[src/srs_pkg.sv]
// package for the status reporting block: widths, bit positions, reset values, command codes
// assumes a single system clock and a power-on reset that also marks the power-on event
package srs_pkg;
	localparam int GRP_W = 16;
	localparam int BYTE_W = 8;
	localparam int NUM_GRP = 3;
	localparam logic [GRP_W-1:0] GRP_USED = 16'h7FFF;
	localparam logic [GRP_W-1:0] PTR_RST = 16'h7FFF;
	localparam logic [GRP_W-1:0] NTR_RST = 16'h0000;
	localparam logic [GRP_W-1:0] ENA_RST = 16'h0000;
	localparam logic [BYTE_W-1:0] SRE_RST = 8'h00;
	localparam logic [BYTE_W-1:0] ESE_RST = 8'h00;
	localparam logic [BYTE_W-1:0] ESR_RST = 8'h80;
	// status byte bit positions
	localparam int STB_DEV = 1;
	localparam int STB_ERRQ = 2;
	localparam int STB_QUES = 3;
	localparam int STB_MAV = 4;
	localparam int STB_ESB = 5;
	localparam int STB_RQS = 6;
	localparam int STB_OPER = 7;
	// standard event bit positions
	localparam int ESR_OPC = 0;
	localparam int ESR_QYE = 2;
	localparam int ESR_DDE = 3;
	localparam int ESR_EXE = 4;
	localparam int ESR_CME = 5;
	localparam int ESR_URQ = 6;
	localparam int ESR_PON = 7;
	localparam logic [BYTE_W-1:0] ESR_USED = 8'hFD;
	localparam logic [BYTE_W-1:0] STB_OTHERS = 8'hBE;

	typedef enum logic [3:0] {
		OP_NOP    = 4'h0,
		OP_COND_RD = 4'h1,
		OP_EVT_RD = 4'h2,
		OP_ENA_RD = 4'h3,
		OP_ENA_WR = 4'h4,
		OP_PTR_RD = 4'h5,
		OP_PTR_WR = 4'h6,
		OP_NTR_RD = 4'h7,
		OP_NTR_WR = 4'h8,
		OP_CLS    = 4'h9,
		OP_STB_RD = 4'hA,
		OP_SRE_WR = 4'hB,
		OP_SRE_RD = 4'hC,
		OP_ESR_RD = 4'hD,
		OP_ESE_WR = 4'hE,
		OP_ESE_RD = 4'hF
	} srs_op_t;

	typedef enum logic [1:0] {
		GRP_OPER = 2'h0,
		GRP_QUES = 2'h1,
		GRP_DEV  = 2'h2
	} srs_grp_t;
endpackage

[src/srs_group.sv]
// one 16-bit status group: condition, transition filters, event latch, enable, summary
// assumes condition inputs come from logic on the same clock
`timescale 1ns/1ps
module srs_group
	import srs_pkg::*;
#(
	parameter int W = GRP_W
) (
	input  wire logic         clk,
	input  wire logic         sys_rst,
	input  wire logic [W-1:0] cond,
	input  wire logic         ptr_wr,
	input  wire logic         ntr_wr,
	input  wire logic         ena_wr,
	input  wire logic [W-1:0] wdata,
	input  wire logic         evt_clr,
	output logic      [W-1:0] cond_rt,
	output logic      [W-1:0] evt_q,
	output logic      [W-1:0] ptr_q,
	output logic      [W-1:0] ntr_q,
	output logic      [W-1:0] ena_q,
	output logic              summary
);
	logic [W-1:0] prev_q;
	logic [W-1:0] rise;
	logic [W-1:0] fall;
	logic [W-1:0] hit;
	logic [W-1:0] evt_d;
	logic [W-1:0] miss;

	////////////////////////////////////////////////////////////////////////////////
	// condition and edge detection
	assign cond_rt = cond & GRP_USED[W-1:0];
	assign rise = cond_rt & ~prev_q;
	assign fall = ~cond_rt & prev_q;
	assign hit = (rise & ptr_q) | (fall & ntr_q);
	assign miss = fall & ~ntr_q & ~evt_q;

	always_ff @(posedge clk or posedge sys_rst) begin
		if (sys_rst) begin
			prev_q <= '0;
		end else begin
			prev_q <= cond_rt;
		end
	end

	////////////////////////////////////////////////////////////////////////////////
	// event latch, set wins over clear
	always_comb begin
		evt_d = ((evt_clr ? '0 : evt_q) | hit) & GRP_USED[W-1:0];
	end

	always_ff @(posedge clk or posedge sys_rst) begin
		if (sys_rst) begin
			evt_q <= '0;
		end else begin
			evt_q <= evt_d;
		end
	end

	////////////////////////////////////////////////////////////////////////////////
	// filters and enable, untouched by clear and queries
	always_ff @(posedge clk or posedge sys_rst) begin
		if (sys_rst) begin
			ptr_q <= PTR_RST[W-1:0];
			ntr_q <= NTR_RST[W-1:0];
			ena_q <= ENA_RST[W-1:0];
		end else begin
			if (ptr_wr) begin
				ptr_q <= wdata & GRP_USED[W-1:0];
			end
			if (ntr_wr) begin
				ntr_q <= wdata & GRP_USED[W-1:0];
			end
			if (ena_wr) begin
				ena_q <= wdata & GRP_USED[W-1:0];
			end
		end
	end

	assign summary = |(evt_q & ena_q);

	////////////////////////////////////////////////////////////////////////////////
	// checks
	chk_evt_latch: assert property (@(posedge clk) disable iff (sys_rst) (|hit) |=> ((evt_q & $past(hit)) == $past(hit))) else $error("edge not latched");
	chk_evt_query_clr: assert property (@(posedge clk) disable iff (sys_rst) (evt_clr && hit == '0) |=> (evt_q == '0 && !summary)) else $error("event not cleared");
	chk_fall_ignored: assert property (@(posedge clk) disable iff (sys_rst) (miss != '0) |=> ((evt_q & $past(miss)) == '0)) else $error("falling edge latched");
	chk_msb_zero: assert property (@(posedge clk) disable iff (sys_rst) !evt_q[W-1] && !cond_rt[W-1] && !ena_q[W-1]) else $error("top bit set");
	chk_filter_keep: assert property (@(posedge clk) disable iff (sys_rst) (evt_clr && !ena_wr && !ptr_wr) |=> ($stable(ena_q) && $stable(ptr_q))) else $error("filter lost on clear");
	cov_both_edges: cover property (@(posedge clk) disable iff (sys_rst) (|(fall & ntr_q & ptr_q)) ##1 (evt_q != '0));
endmodule

[src/srs_status_core.sv]
// status reporting core: three 16-bit groups, standard event byte, status byte and service request
// assumes a host command port on the same clock, one command per cycle, executed in arrival order
`timescale 1ns/1ps
// How it works
// - group summary is OR of event bits ANDed with enable bits
// - enable registers read-write, kept through clear-status and their own query
// - event query clears latched bits and the summary derived from them
// - with only rising filter, a falling condition edge latches nothing
// - with both filters every change latches; zero enable keeps summary zero
// - operation and questionable groups 16 bits; status byte and event byte 8
// - top bit of every 16-bit group is unused and reads zero
// - message-available bit 4 follows waiting output data, clears when all read
// - clearing an event register clears its status byte summary bit
// - status byte: 0 zero, 1 device, 2 error queue, 3 quest, 4 data, 5 event, 6 service, 7 oper
// - error-queue bit and data bit clear when their queues empty
// - service-request enable cleared only by power cycle or writing zero
// - status-byte query equals serial poll value and clears nothing
// - status-byte query is queued and runs after earlier commands
// - event byte: 0 done, 1 zero, 2 query, 3 device, 4 exec, 5 command, 6 user, 7 power
// - operation-complete set once overlapped work after the request has finished
// - power-on bit set after power restored since last read or clear
// - standard event byte cleared by clear-status and by its query
// - standard event enable cleared only by power cycle or writing zero
// - rising filter latches 0-to-1, falling filter 1-to-0; filters survive clears
// - event bits stay until cleared; repeated events are not buffered
// - condition registers are read-only and follow status in real time
module srs_status_core
	import srs_pkg::*;
(
	input  wire logic              clk,
	input  wire logic              sys_rst,
	input  wire logic              cmd_valid,
	input  wire logic [3:0]        cmd_op,
	input  wire logic [1:0]        cmd_grp,
	input  wire logic [GRP_W-1:0]  cmd_wdata,
	input  wire logic [GRP_W-1:0]  oper_cond,
	input  wire logic [GRP_W-1:0]  ques_cond,
	input  wire logic [GRP_W-1:0]  dev_cond,
	input  wire logic              err_queue_nonempty,
	input  wire logic              out_queue_nonempty,
	input  wire logic              opc_req,
	input  wire logic              overlap_busy,
	input  wire logic              ev_query_err,
	input  wire logic              ev_device_err,
	input  wire logic              ev_exec_err,
	input  wire logic              ev_cmd_err,
	input  wire logic              ev_user_req,
	output logic                   resp_valid_q,
	output logic [GRP_W-1:0]       resp_data_q,
	output logic [BYTE_W-1:0]      status_byte_q,
	output logic                   srq_q
);
	srs_op_t                 op;
	logic [GRP_W-1:0]        cond_arr [NUM_GRP];
	logic [GRP_W-1:0]        cond_rt  [NUM_GRP];
	logic [GRP_W-1:0]        evt_arr  [NUM_GRP];
	logic [GRP_W-1:0]        ptr_arr  [NUM_GRP];
	logic [GRP_W-1:0]        ntr_arr  [NUM_GRP];
	logic [GRP_W-1:0]        ena_arr  [NUM_GRP];
	logic [NUM_GRP-1:0]      summ;
	logic [NUM_GRP-1:0]      ptr_wr;
	logic [NUM_GRP-1:0]      ntr_wr;
	logic [NUM_GRP-1:0]      ena_wr;
	logic [NUM_GRP-1:0]      evt_clr;
	logic                    do_cls;
	logic                    esr_clr;
	logic [BYTE_W-1:0]       esr_q;
	logic [BYTE_W-1:0]       esr_set;
	logic [BYTE_W-1:0]       esr_d;
	logic [BYTE_W-1:0]       ese_q;
	logic [BYTE_W-1:0]       sre_q;
	logic                    opc_armed_q;
	logic                    opc_done;
	logic [BYTE_W-1:0]       stb_d;
	logic                    is_read;
	logic [GRP_W-1:0]        rd_data;
	logic [1:0]              gi;

	assign op = srs_op_t'(cmd_op);
	assign gi = (cmd_grp > 2'h2) ? 2'h2 : cmd_grp;
	assign cond_arr[0] = oper_cond;
	assign cond_arr[1] = ques_cond;
	assign cond_arr[2] = dev_cond;

	////////////////////////////////////////////////////////////////////////////////
	// command decode, one per cycle in arrival order
	assign do_cls = cmd_valid && op == OP_CLS;
	assign esr_clr = do_cls || (cmd_valid && op == OP_ESR_RD);

	always_comb begin
		ptr_wr = '0;
		ntr_wr = '0;
		ena_wr = '0;
		evt_clr = {NUM_GRP{do_cls}};
		if (cmd_valid) begin
			case (op)
				OP_PTR_WR: ptr_wr[gi] = 1'b1;
				OP_NTR_WR: ntr_wr[gi] = 1'b1;
				OP_ENA_WR: ena_wr[gi] = 1'b1;
				OP_EVT_RD: evt_clr[gi] = 1'b1;
				default: ;
			endcase
		end
	end

	////////////////////////////////////////////////////////////////////////////////
	// status groups
	generate
		for (genvar g = 0; g < NUM_GRP; g++) begin : grp
			srs_group #(.W(GRP_W)) u_grp (
				.clk     (clk),
				.sys_rst (sys_rst),
				.cond    (cond_arr[g]),
				.ptr_wr  (ptr_wr[g]),
				.ntr_wr  (ntr_wr[g]),
				.ena_wr  (ena_wr[g]),
				.wdata   (cmd_wdata),
				.evt_clr (evt_clr[g]),
				.cond_rt (cond_rt[g]),
				.evt_q   (evt_arr[g]),
				.ptr_q   (ptr_arr[g]),
				.ntr_q   (ntr_arr[g]),
				.ena_q   (ena_arr[g]),
				.summary (summ[g])
			);
		end
	endgenerate

	////////////////////////////////////////////////////////////////////////////////
	// operation complete tracking
	assign opc_done = opc_armed_q && !overlap_busy;

	always_ff @(posedge clk or posedge sys_rst) begin
		if (sys_rst) begin
			opc_armed_q <= 1'b0;
		end else if (opc_req) begin
			opc_armed_q <= 1'b1;
		end else if (opc_done) begin
			opc_armed_q <= 1'b0;
		end
	end

	////////////////////////////////////////////////////////////////////////////////
	// standard event byte, set wins over clear, power-on bit preset by reset
	always_comb begin
		esr_set = '0;
		esr_set[ESR_OPC] = opc_done;
		esr_set[ESR_QYE] = ev_query_err;
		esr_set[ESR_DDE] = ev_device_err;
		esr_set[ESR_EXE] = ev_exec_err;
		esr_set[ESR_CME] = ev_cmd_err;
		esr_set[ESR_URQ] = ev_user_req;
		esr_d = ((esr_clr ? '0 : esr_q) | esr_set) & ESR_USED;
	end

	always_ff @(posedge clk or posedge sys_rst) begin
		if (sys_rst) begin
			esr_q <= ESR_RST;
		end else begin
			esr_q <= esr_d;
		end
	end

	////////////////////////////////////////////////////////////////////////////////
	// enable masks, only reset or a host write changes them
	always_ff @(posedge clk or posedge sys_rst) begin
		if (sys_rst) begin
			ese_q <= ESE_RST;
			sre_q <= SRE_RST;
		end else if (cmd_valid) begin
			if (op == OP_ESE_WR) begin
				ese_q <= cmd_wdata[BYTE_W-1:0];
			end
			if (op == OP_SRE_WR) begin
				sre_q <= cmd_wdata[BYTE_W-1:0];
			end
		end
	end

	////////////////////////////////////////////////////////////////////////////////
	// status byte from current state, so a query sees all earlier commands
	always_comb begin
		stb_d = '0;
		stb_d[STB_DEV] = summ[GRP_DEV];
		stb_d[STB_ERRQ] = err_queue_nonempty;
		stb_d[STB_QUES] = summ[GRP_QUES];
		stb_d[STB_MAV] = out_queue_nonempty;
		stb_d[STB_ESB] = |(esr_q & ese_q);
		stb_d[STB_OPER] = summ[GRP_OPER];
		stb_d[STB_RQS] = |(stb_d & sre_q & STB_OTHERS);
	end

	always_ff @(posedge clk or posedge sys_rst) begin
		if (sys_rst) begin
			status_byte_q <= '0;
			srq_q <= 1'b0;
		end else begin
			status_byte_q <= stb_d;
			srq_q <= stb_d[STB_RQS];
		end
	end

	////////////////////////////////////////////////////////////////////////////////
	// query answers
	always_comb begin
		is_read = 1'b1;
		rd_data = '0;
		case (op)
			OP_COND_RD: rd_data = cond_rt[gi];
			OP_EVT_RD: rd_data = evt_arr[gi];
			OP_ENA_RD: rd_data = ena_arr[gi];
			OP_PTR_RD: rd_data = ptr_arr[gi];
			OP_NTR_RD: rd_data = ntr_arr[gi];
			OP_STB_RD: rd_data = {8'h00, stb_d};
			OP_SRE_RD: rd_data = {8'h00, sre_q};
			OP_ESR_RD: rd_data = {8'h00, esr_q};
			OP_ESE_RD: rd_data = {8'h00, ese_q};
			default: is_read = 1'b0;
		endcase
	end

	always_ff @(posedge clk or posedge sys_rst) begin
		if (sys_rst) begin
			resp_valid_q <= 1'b0;
			resp_data_q <= '0;
		end else begin
			resp_valid_q <= cmd_valid && is_read;
			if (cmd_valid && is_read) begin
				resp_data_q <= rd_data;
			end
		end
	end

	////////////////////////////////////////////////////////////////////////////////
	// checks
	chk_stb_layout: assert property (@(posedge clk) disable iff (sys_rst)
		!status_byte_q[0] && !esr_q[1])
		else $error("reserved bit set");
	chk_rqs_mask: assert property (@(posedge clk) disable iff (sys_rst)
		srq_q == |($past(sre_q) & status_byte_q & STB_OTHERS))
		else $error("service bit wrong");
	chk_mav_follow: assert property (@(posedge clk) disable iff (sys_rst)
		$past(sys_rst) || status_byte_q[STB_MAV] == $past(out_queue_nonempty))
		else $error("data bit wrong");
	chk_esr_query_clr: assert property (@(posedge clk) disable iff (sys_rst)
		esr_clr |=> esr_q == ($past(esr_set) & ESR_USED))
		else $error("event byte not cleared");
	chk_enable_keep: assert property (@(posedge clk) disable iff (sys_rst)
		(cmd_valid && (op == OP_CLS || op == OP_STB_RD || op == OP_ESR_RD)) |=> $stable(ese_q) && $stable(sre_q))
		else $error("mask changed");
	chk_stb_read: assert property (@(posedge clk) disable iff (sys_rst)
		(cmd_valid && op == OP_STB_RD) |=> resp_valid_q && resp_data_q[7:0] == status_byte_q)
		else $error("stb answer wrong");
	chk_opc_set: assert property (@(posedge clk) disable iff (sys_rst)
		(opc_armed_q && !overlap_busy) |=> esr_q[ESR_OPC] && (!opc_armed_q || $past(opc_req)))
		else $error("done bit missing");
	chk_esb_clear: assert property (@(posedge clk) disable iff (sys_rst)
		(esr_clr && esr_set == '0) |=> ##1 !status_byte_q[STB_ESB])
		else $error("summary kept after clear");
	chk_errq_follow: assert property (@(posedge clk) disable iff (sys_rst)
		$past(sys_rst) || status_byte_q[STB_ERRQ] == $past(err_queue_nonempty))
		else $error("error queue bit wrong");
	chk_ques_summary: assert property (@(posedge clk) disable iff (sys_rst)
		$past(sys_rst) || status_byte_q[STB_QUES] == $past(|(evt_arr[GRP_QUES] & ena_arr[GRP_QUES])))
		else $error("summary bit wrong");
	chk_oper_sum_clr: assert property (@(posedge clk) disable iff (sys_rst)
		(cmd_valid && op == OP_EVT_RD && gi == 2'h0 && $stable(oper_cond) && !$past(sys_rst)) |=> ##1 !status_byte_q[STB_OPER])
		else $error("summary kept after query");
	chk_ques_sum_clr: assert property (@(posedge clk) disable iff (sys_rst)
		(cmd_valid && op == OP_EVT_RD && gi == 2'h1 && $stable(ques_cond) && !$past(sys_rst)) |=> ##1 !status_byte_q[STB_QUES])
		else $error("summary kept after query");
	chk_dev_sum_clr: assert property (@(posedge clk) disable iff (sys_rst)
		(cmd_valid && op == OP_EVT_RD && gi == 2'h2 && $stable(dev_cond) && !$past(sys_rst)) |=> ##1 !status_byte_q[STB_DEV])
		else $error("summary kept after query");
	chk_sre_hold: assert property (@(posedge clk) disable iff (sys_rst)
		!(cmd_valid && op == OP_SRE_WR) |=> $stable(sre_q))
		else $error("service mask changed");
	chk_sre_write: assert property (@(posedge clk) disable iff (sys_rst)
		(cmd_valid && op == OP_SRE_WR) |=> sre_q == $past(cmd_wdata[BYTE_W-1:0]))
		else $error("service mask not written");
	chk_ese_hold: assert property (@(posedge clk) disable iff (sys_rst)
		!(cmd_valid && op == OP_ESE_WR) |=> $stable(ese_q))
		else $error("event mask changed");
	chk_esr_answer: assert property (@(posedge clk) disable iff (sys_rst)
		(cmd_valid && op == OP_ESR_RD) |=> resp_valid_q && resp_data_q == {8'h00, $past(esr_q)})
		else $error("event byte answer wrong");
	chk_stb_no_clear: assert property (@(posedge clk) disable iff (sys_rst)
		(cmd_valid && op == OP_STB_RD) |=> esr_q == (($past(esr_q) | $past(esr_set)) & ESR_USED))
		else $error("status query cleared events");
	chk_pon_hold: assert property (@(posedge clk) disable iff (sys_rst)
		!$past(esr_q[ESR_PON]) |-> !esr_q[ESR_PON])
		else $error("power bit set without reset");
	chk_opc_wait: assert property (@(posedge clk) disable iff (sys_rst)
		(!opc_done && !esr_q[ESR_OPC]) |=> !esr_q[ESR_OPC])
		else $error("done bit set early");
	chk_ask_only: assert property (@(posedge clk) disable iff (sys_rst)
		!cmd_valid |=> !resp_valid_q)
		else $error("answer without query");
	chk_top_zero: assert property (@(posedge clk) disable iff (sys_rst)
		!resp_data_q[GRP_W-1])
		else $error("answer top bit set");
	chk_byte_reads: assert property (@(posedge clk) disable iff (sys_rst)
		(cmd_valid && op inside {OP_STB_RD, OP_SRE_RD, OP_ESR_RD, OP_ESE_RD}) |=> resp_data_q[GRP_W-1:BYTE_W] == '0)
		else $error("byte answer too wide");
	cov_stb_query: cover property (@(posedge clk) disable iff (sys_rst) cmd_valid && op == OP_STB_RD && stb_d[STB_RQS]);
	cov_opc_done: cover property (@(posedge clk) disable iff (sys_rst) opc_done);
	cov_cls: cover property (@(posedge clk) disable iff (sys_rst) do_cls && esr_q != '0);
	cov_evt_query: cover property (@(posedge clk) disable iff (sys_rst) cmd_valid && op == OP_EVT_RD && summ != '0);
endmodule

[config.mk]
export PLATFORM = sky130hd
export DESIGN_NAME = srs_status_core
export DESIGN_NICKNAME = d
export VERILOG_FILES = /design/src/srs_pkg.sv /design/src/srs_group.sv /design/src/srs_status_core.sv
export SDC_FILE = /design/constraint.sdc
export NUM_CORES = 1
export LEC_CHECK = 0
export BUFFER_PORTS_ARGS = -buffer_cell sky130_fd_sc_hd__buf_2
export CORE_UTILIZATION = 50
export DETAILED_ROUTE_END_ITERATION = 10
export GPL_TIMING_DRIVEN = 0
export HOLD_SLACK_MARGIN = 0.08
export PLACE_DENSITY = 0.69
export SLEW_MARGIN = 20
export SYNTH_ARGS = -nofsm -noshare
export SYNTH_HDL_FRONTEND = slang
export SYNTH_SLANG_ARGS = --single-unit
[constraint.sdc]
create_clock -name clk -period 10.8 [get_ports clk]
set_input_delay 2.16 -clock clk [delete_from_list [all_inputs] [get_ports clk]]
set_output_delay 2.16 -clock clk [all_outputs]
set_load 0.02 [all_outputs]
==> metrics.md <==
| Metric | Value |
|---|---|
| Cell taking the most area after synthesis | `dfrtp_1` |
| Slew HR | `21.14%` |
| DPL Wire Length | `roughly 28000 um` |
| Crit path to | `grp[0].u_grp.evt_q[4]$_DFF_PP0_` |
| Initial drt markers | `1069` |
| Crit Reg-Reg Startpoint | `grp[0].u_grp.evt_q[9]$_DFF_PP0_` |
| RSZ-0062 raised after global routing | `false` |
| CP cell instances | `buf_2, buf_2, nand4b_1, a21oi_1, buf_2, o221ai_1` |
| Vias | `9812` |
| Slowest-stage cell, CP | `a21oi_1` |
| I/O pins | `about 110` |
| Number of global-route vias before repair | `9536` |
| Fillers | `2156` |
| Final worst slack | `6.404 ns` |
| Crit start category | `input pin` |
| DRC Markers | `1` |
| Crit path required time | `about 11 ns` |
| Crit path from | `cmd_op[1]` |
| Synth area leaders | `dfrtp_1 (44%), mux2_2 (14%), dfstp_2 (9.5%)` |
| Die area | `between 20000 and 30000 um^2` |
| Initial antenna violation count | `0` |
| R2R Path End | `resp_data_q[7]$_DFFE_PP0P_` |
| Cts hold-fix bufs | `0` |
| Worst path max stage delay | `1.01 ns` |
| Psw | `866.9 uW` |
| Net count, final | `about 1300` |
| Cells after Synth | `1079` |
| Clock Power Share | `between 30% and 40%` |
| Critical path data arrival time | `roughly 4.8 ns` |
| Synth Cell Area | `12730 um^2` |
| Distinct cell type count after synthesis | `59` |
| Clock Pin Slew Worst Setup and Hold Paths | `0.06 ns` |
| H-tree depth | `1` |
| Diode count | `0` |
| CTS Buffer Depth | `3` |
| Final hold viol count | `0` |
| Worst-Skew Late Latency | `between 0.5 and 0.6 ns` |
| Pre-CTS WS | `5.837 ns` |
| Seq/Total Area, Yosys | `53.91%` |
| Tcrit/Tclk final | `40.71%` |
| CP Max Fanout | `10` |
| Drt wl/cell | `25.70 um` |
| Logic pwr share | `16.7%` |
| P_leak | `6.635 nW` |
| Post-synth ARST share | `100.0%` |
| Min Tclk post-route | `4.397 ns` |
| Synth top area share | `44.42%` |
| Routed WL | `40270 um` |
| Core area | `roughly 25000 um^2` |
| GP Congestion | `0.9462` |
| Total GRT Usage | `31.23%` |
| Number of port buffers | `98` |
| Worst hold path type | `reg -> reg` |
| Failing checks | `design-rule violations` |
| First-pass GRT wire length | `59900 um` |
| Peak supply drop | `0.1220 mV` |
| P&R area growth vs syn | `16.06%` |
| Gr ovfl total | `0` |
| FF+latch area | `~7000 um^2` |
| Max cap viols | `0` |
| Skew final | `0.008999 ns` |
| F_max | `0.2275 GHz` |
| PD cells | `201.1 nW/um^2` |
| Synth Register Bits | `272` |
| Worst r2r path cells | `5` |
| Multi-input logic area | `5453 um^2` |
| Post-CTS Resized | `0` |
| ANT nets after route | `0` |
| Row count | `58` |
| Top cells by count, synth | `dfrtp_1 (226), mux2_2 (157), nand2_1 (136), mux2i_1 (74), o21ai_0 (67)` |
| Die W | `161.6 um` |
| Clk Tree Root Cell | `clkbuf_16` |
| Top FF cell, synth | `dfrtp_1` |
| Crit. End Element | `flop` |
| Status | `finished, violations left` |
| CTS buffer count | `30` |
| Count leader, synth | `dfrtp_1` |
| Placed cells | `roughly 1500` |
| Pin count of the biggest net entering global routing | `74` |
| Final TNS setup | `0 ns` |
| Syn. warnings | `0` |
| Fin. max-slew vios | `0` |
| Vias/cell | `6.262` |
| Setup Buffers After CTS | `0` |
| Die height | `161.6 um` |
| Final std cells w/o fill | `1567` |
| Pin slew with the least headroom to its limit | `1.180 ns` |
| Mean Syn Cell Area | `between 10 and 15 um^2` |
| Initial Utilization | `about 51%` |
| Number of flops mapped to enable cells by yosys | `0` |
| Sequential power share | `47.3%` |
| Most used cell along the critical path | `buf_2` |
| Switching Share | `29.17%` |
| Count of final setup violators | `0` |
| CTS tree | `yes` |
| Internal Pwr Total | `2.105 mW` |
| Critical path class | `in -> reg` |
| Drt pass-1 iters | `10` |
| Sink Count | `272` |
| Reg2reg setup slack | `8.61 ns` |
| Share of layout cells above drive strength 1 | `31.85%` |
metrics by stage:
step	area [um^2]	hold slack, ns	utilization [%]	power, mW
global placement	13640	0.4602	54.32	1.885
global route	14780	0.5015	58.85	3.076
floorplan	12740	0.4491	-	1.680
CTS	14780	0.4740	58.85	2.967
finish	14780	0.4748	58.85	2.972
detailed placement	13730	0.4661	54.68	1.905
state kept, by name (all words and copies together), names as in the netlist:
register          flops
grp.u_grp.evt_q      45
grp.u_grp.prev_q     45
opc_armed_q           1
ese_q                 8
resp_valid_q          1
grp.u_grp.ntr_q      45
resp_data_q          15
status_byte_q         7
sre_q                 8
grp.u_grp.ptr_q      45
esr_q                 7
grp.u_grp.ena_q      45
cells in the final DEF, fill, tap and decap left out, drive strengths merged, types with 3 or more instances in the layout:
master,synthesis,routed
a21o,21,21
a21oi,7,7
a221o,12,12
a222oi,5,5
a22o,7,7
a22oi,44,44
a31oi,4,4
a41oi,8,8
and2,4,4
and3b,11,11
buf,36,137
bufinv,0,3
clkbuf,35,83
clkinv,0,4
dfrtp,226,226
dfstp,46,46
inv,18,18
mux2,157,157
mux2i,74,74
nand2,136,136
nand3,13,13
nand3b,26,26
nand4,4,4
nor2,17,17
nor2b,18,18
o211ai,19,19
o21ai,67,67
o221ai,16,16
o22ai,11,11
o2bb2ai,3,3
o31ai,4,4
or3,3,3
routing by layer:
layer	share of wire (%)	track usage, %
met5	0	0
met4	4.2	12.01
met3	8.1	5.393
met2	45	48.18
met1	43	44.10
layout make-up:
cell class	count	area share (%)
Multi-Input combinational cell	719	36.90
Clock inverter	8	0.8721
Tap cell	330	2.794
Clock buffer	48	6.215
Inverter	18	0.5080
Buffer	71	2.379
Timing Repair Buffer	101	3.878
Sequential cell	272	46.45
critical path, delay by kind of cell:
family / cells / cell delay (ns)
AOI/OAI and AO/OA: 2 / 1.20
buffers and inverters: 3 / 0.92
and+or+nand+nor: 1 / 0.52
cell families (layout without fill, tap and decap cells):
kind of cell	Yosys count	after routing	synth area share, %
multiplexers	231	231	19.70
buffers and inverters	89	246	3.292
other	1	2	0.02945
flip-flops	272	272	53.91
AND/OR/NAND/NOR	245	245	9.670
AO/OA/AOI/OAI	241	241	13.39
power groups by stage:
stage	registers [mW]	clock network, mW	logic, mW
3_3_place_gp	1.41	0	0.475
6_report	1.41	1.07	0.497
5_1_grt	1.42	1.12	0.541
3_5_place_dp	1.41	0	0.492
2_1_floorplan	1.35	0	0.330
4_1_cts	1.40	1.08	0.493
worst min-delay path by stage:
stage | startpoint | to | cells after the start
5_1_grt | grp[2].u_grp.prev_q[9]$_DFF_PP0_ | grp[2].u_grp.evt_q[9]$_DFF_PP0_ | 1
4_1_cts | grp[2].u_grp.prev_q[9]$_DFF_PP0_ | grp[2].u_grp.evt_q[9]$_DFF_PP0_ | 1
3_3_place_gp | opc_armed_q$_DFFE_PP0P_ | opc_armed_q$_DFFE_PP0P_ | 1
6_report | grp[2].u_grp.prev_q[9]$_DFF_PP0_ | grp[2].u_grp.evt_q[9]$_DFF_PP0_ | 1
2_1_floorplan | opc_armed_q$_DFFE_PP0P_ | opc_armed_q$_DFFE_PP0P_ | 1
3_5_place_dp | grp[2].u_grp.prev_q[9]$_DFF_PP0_ | grp[2].u_grp.evt_q[9]$_DFF_PP0_ | 1
(Power assumes the default switching activity.)
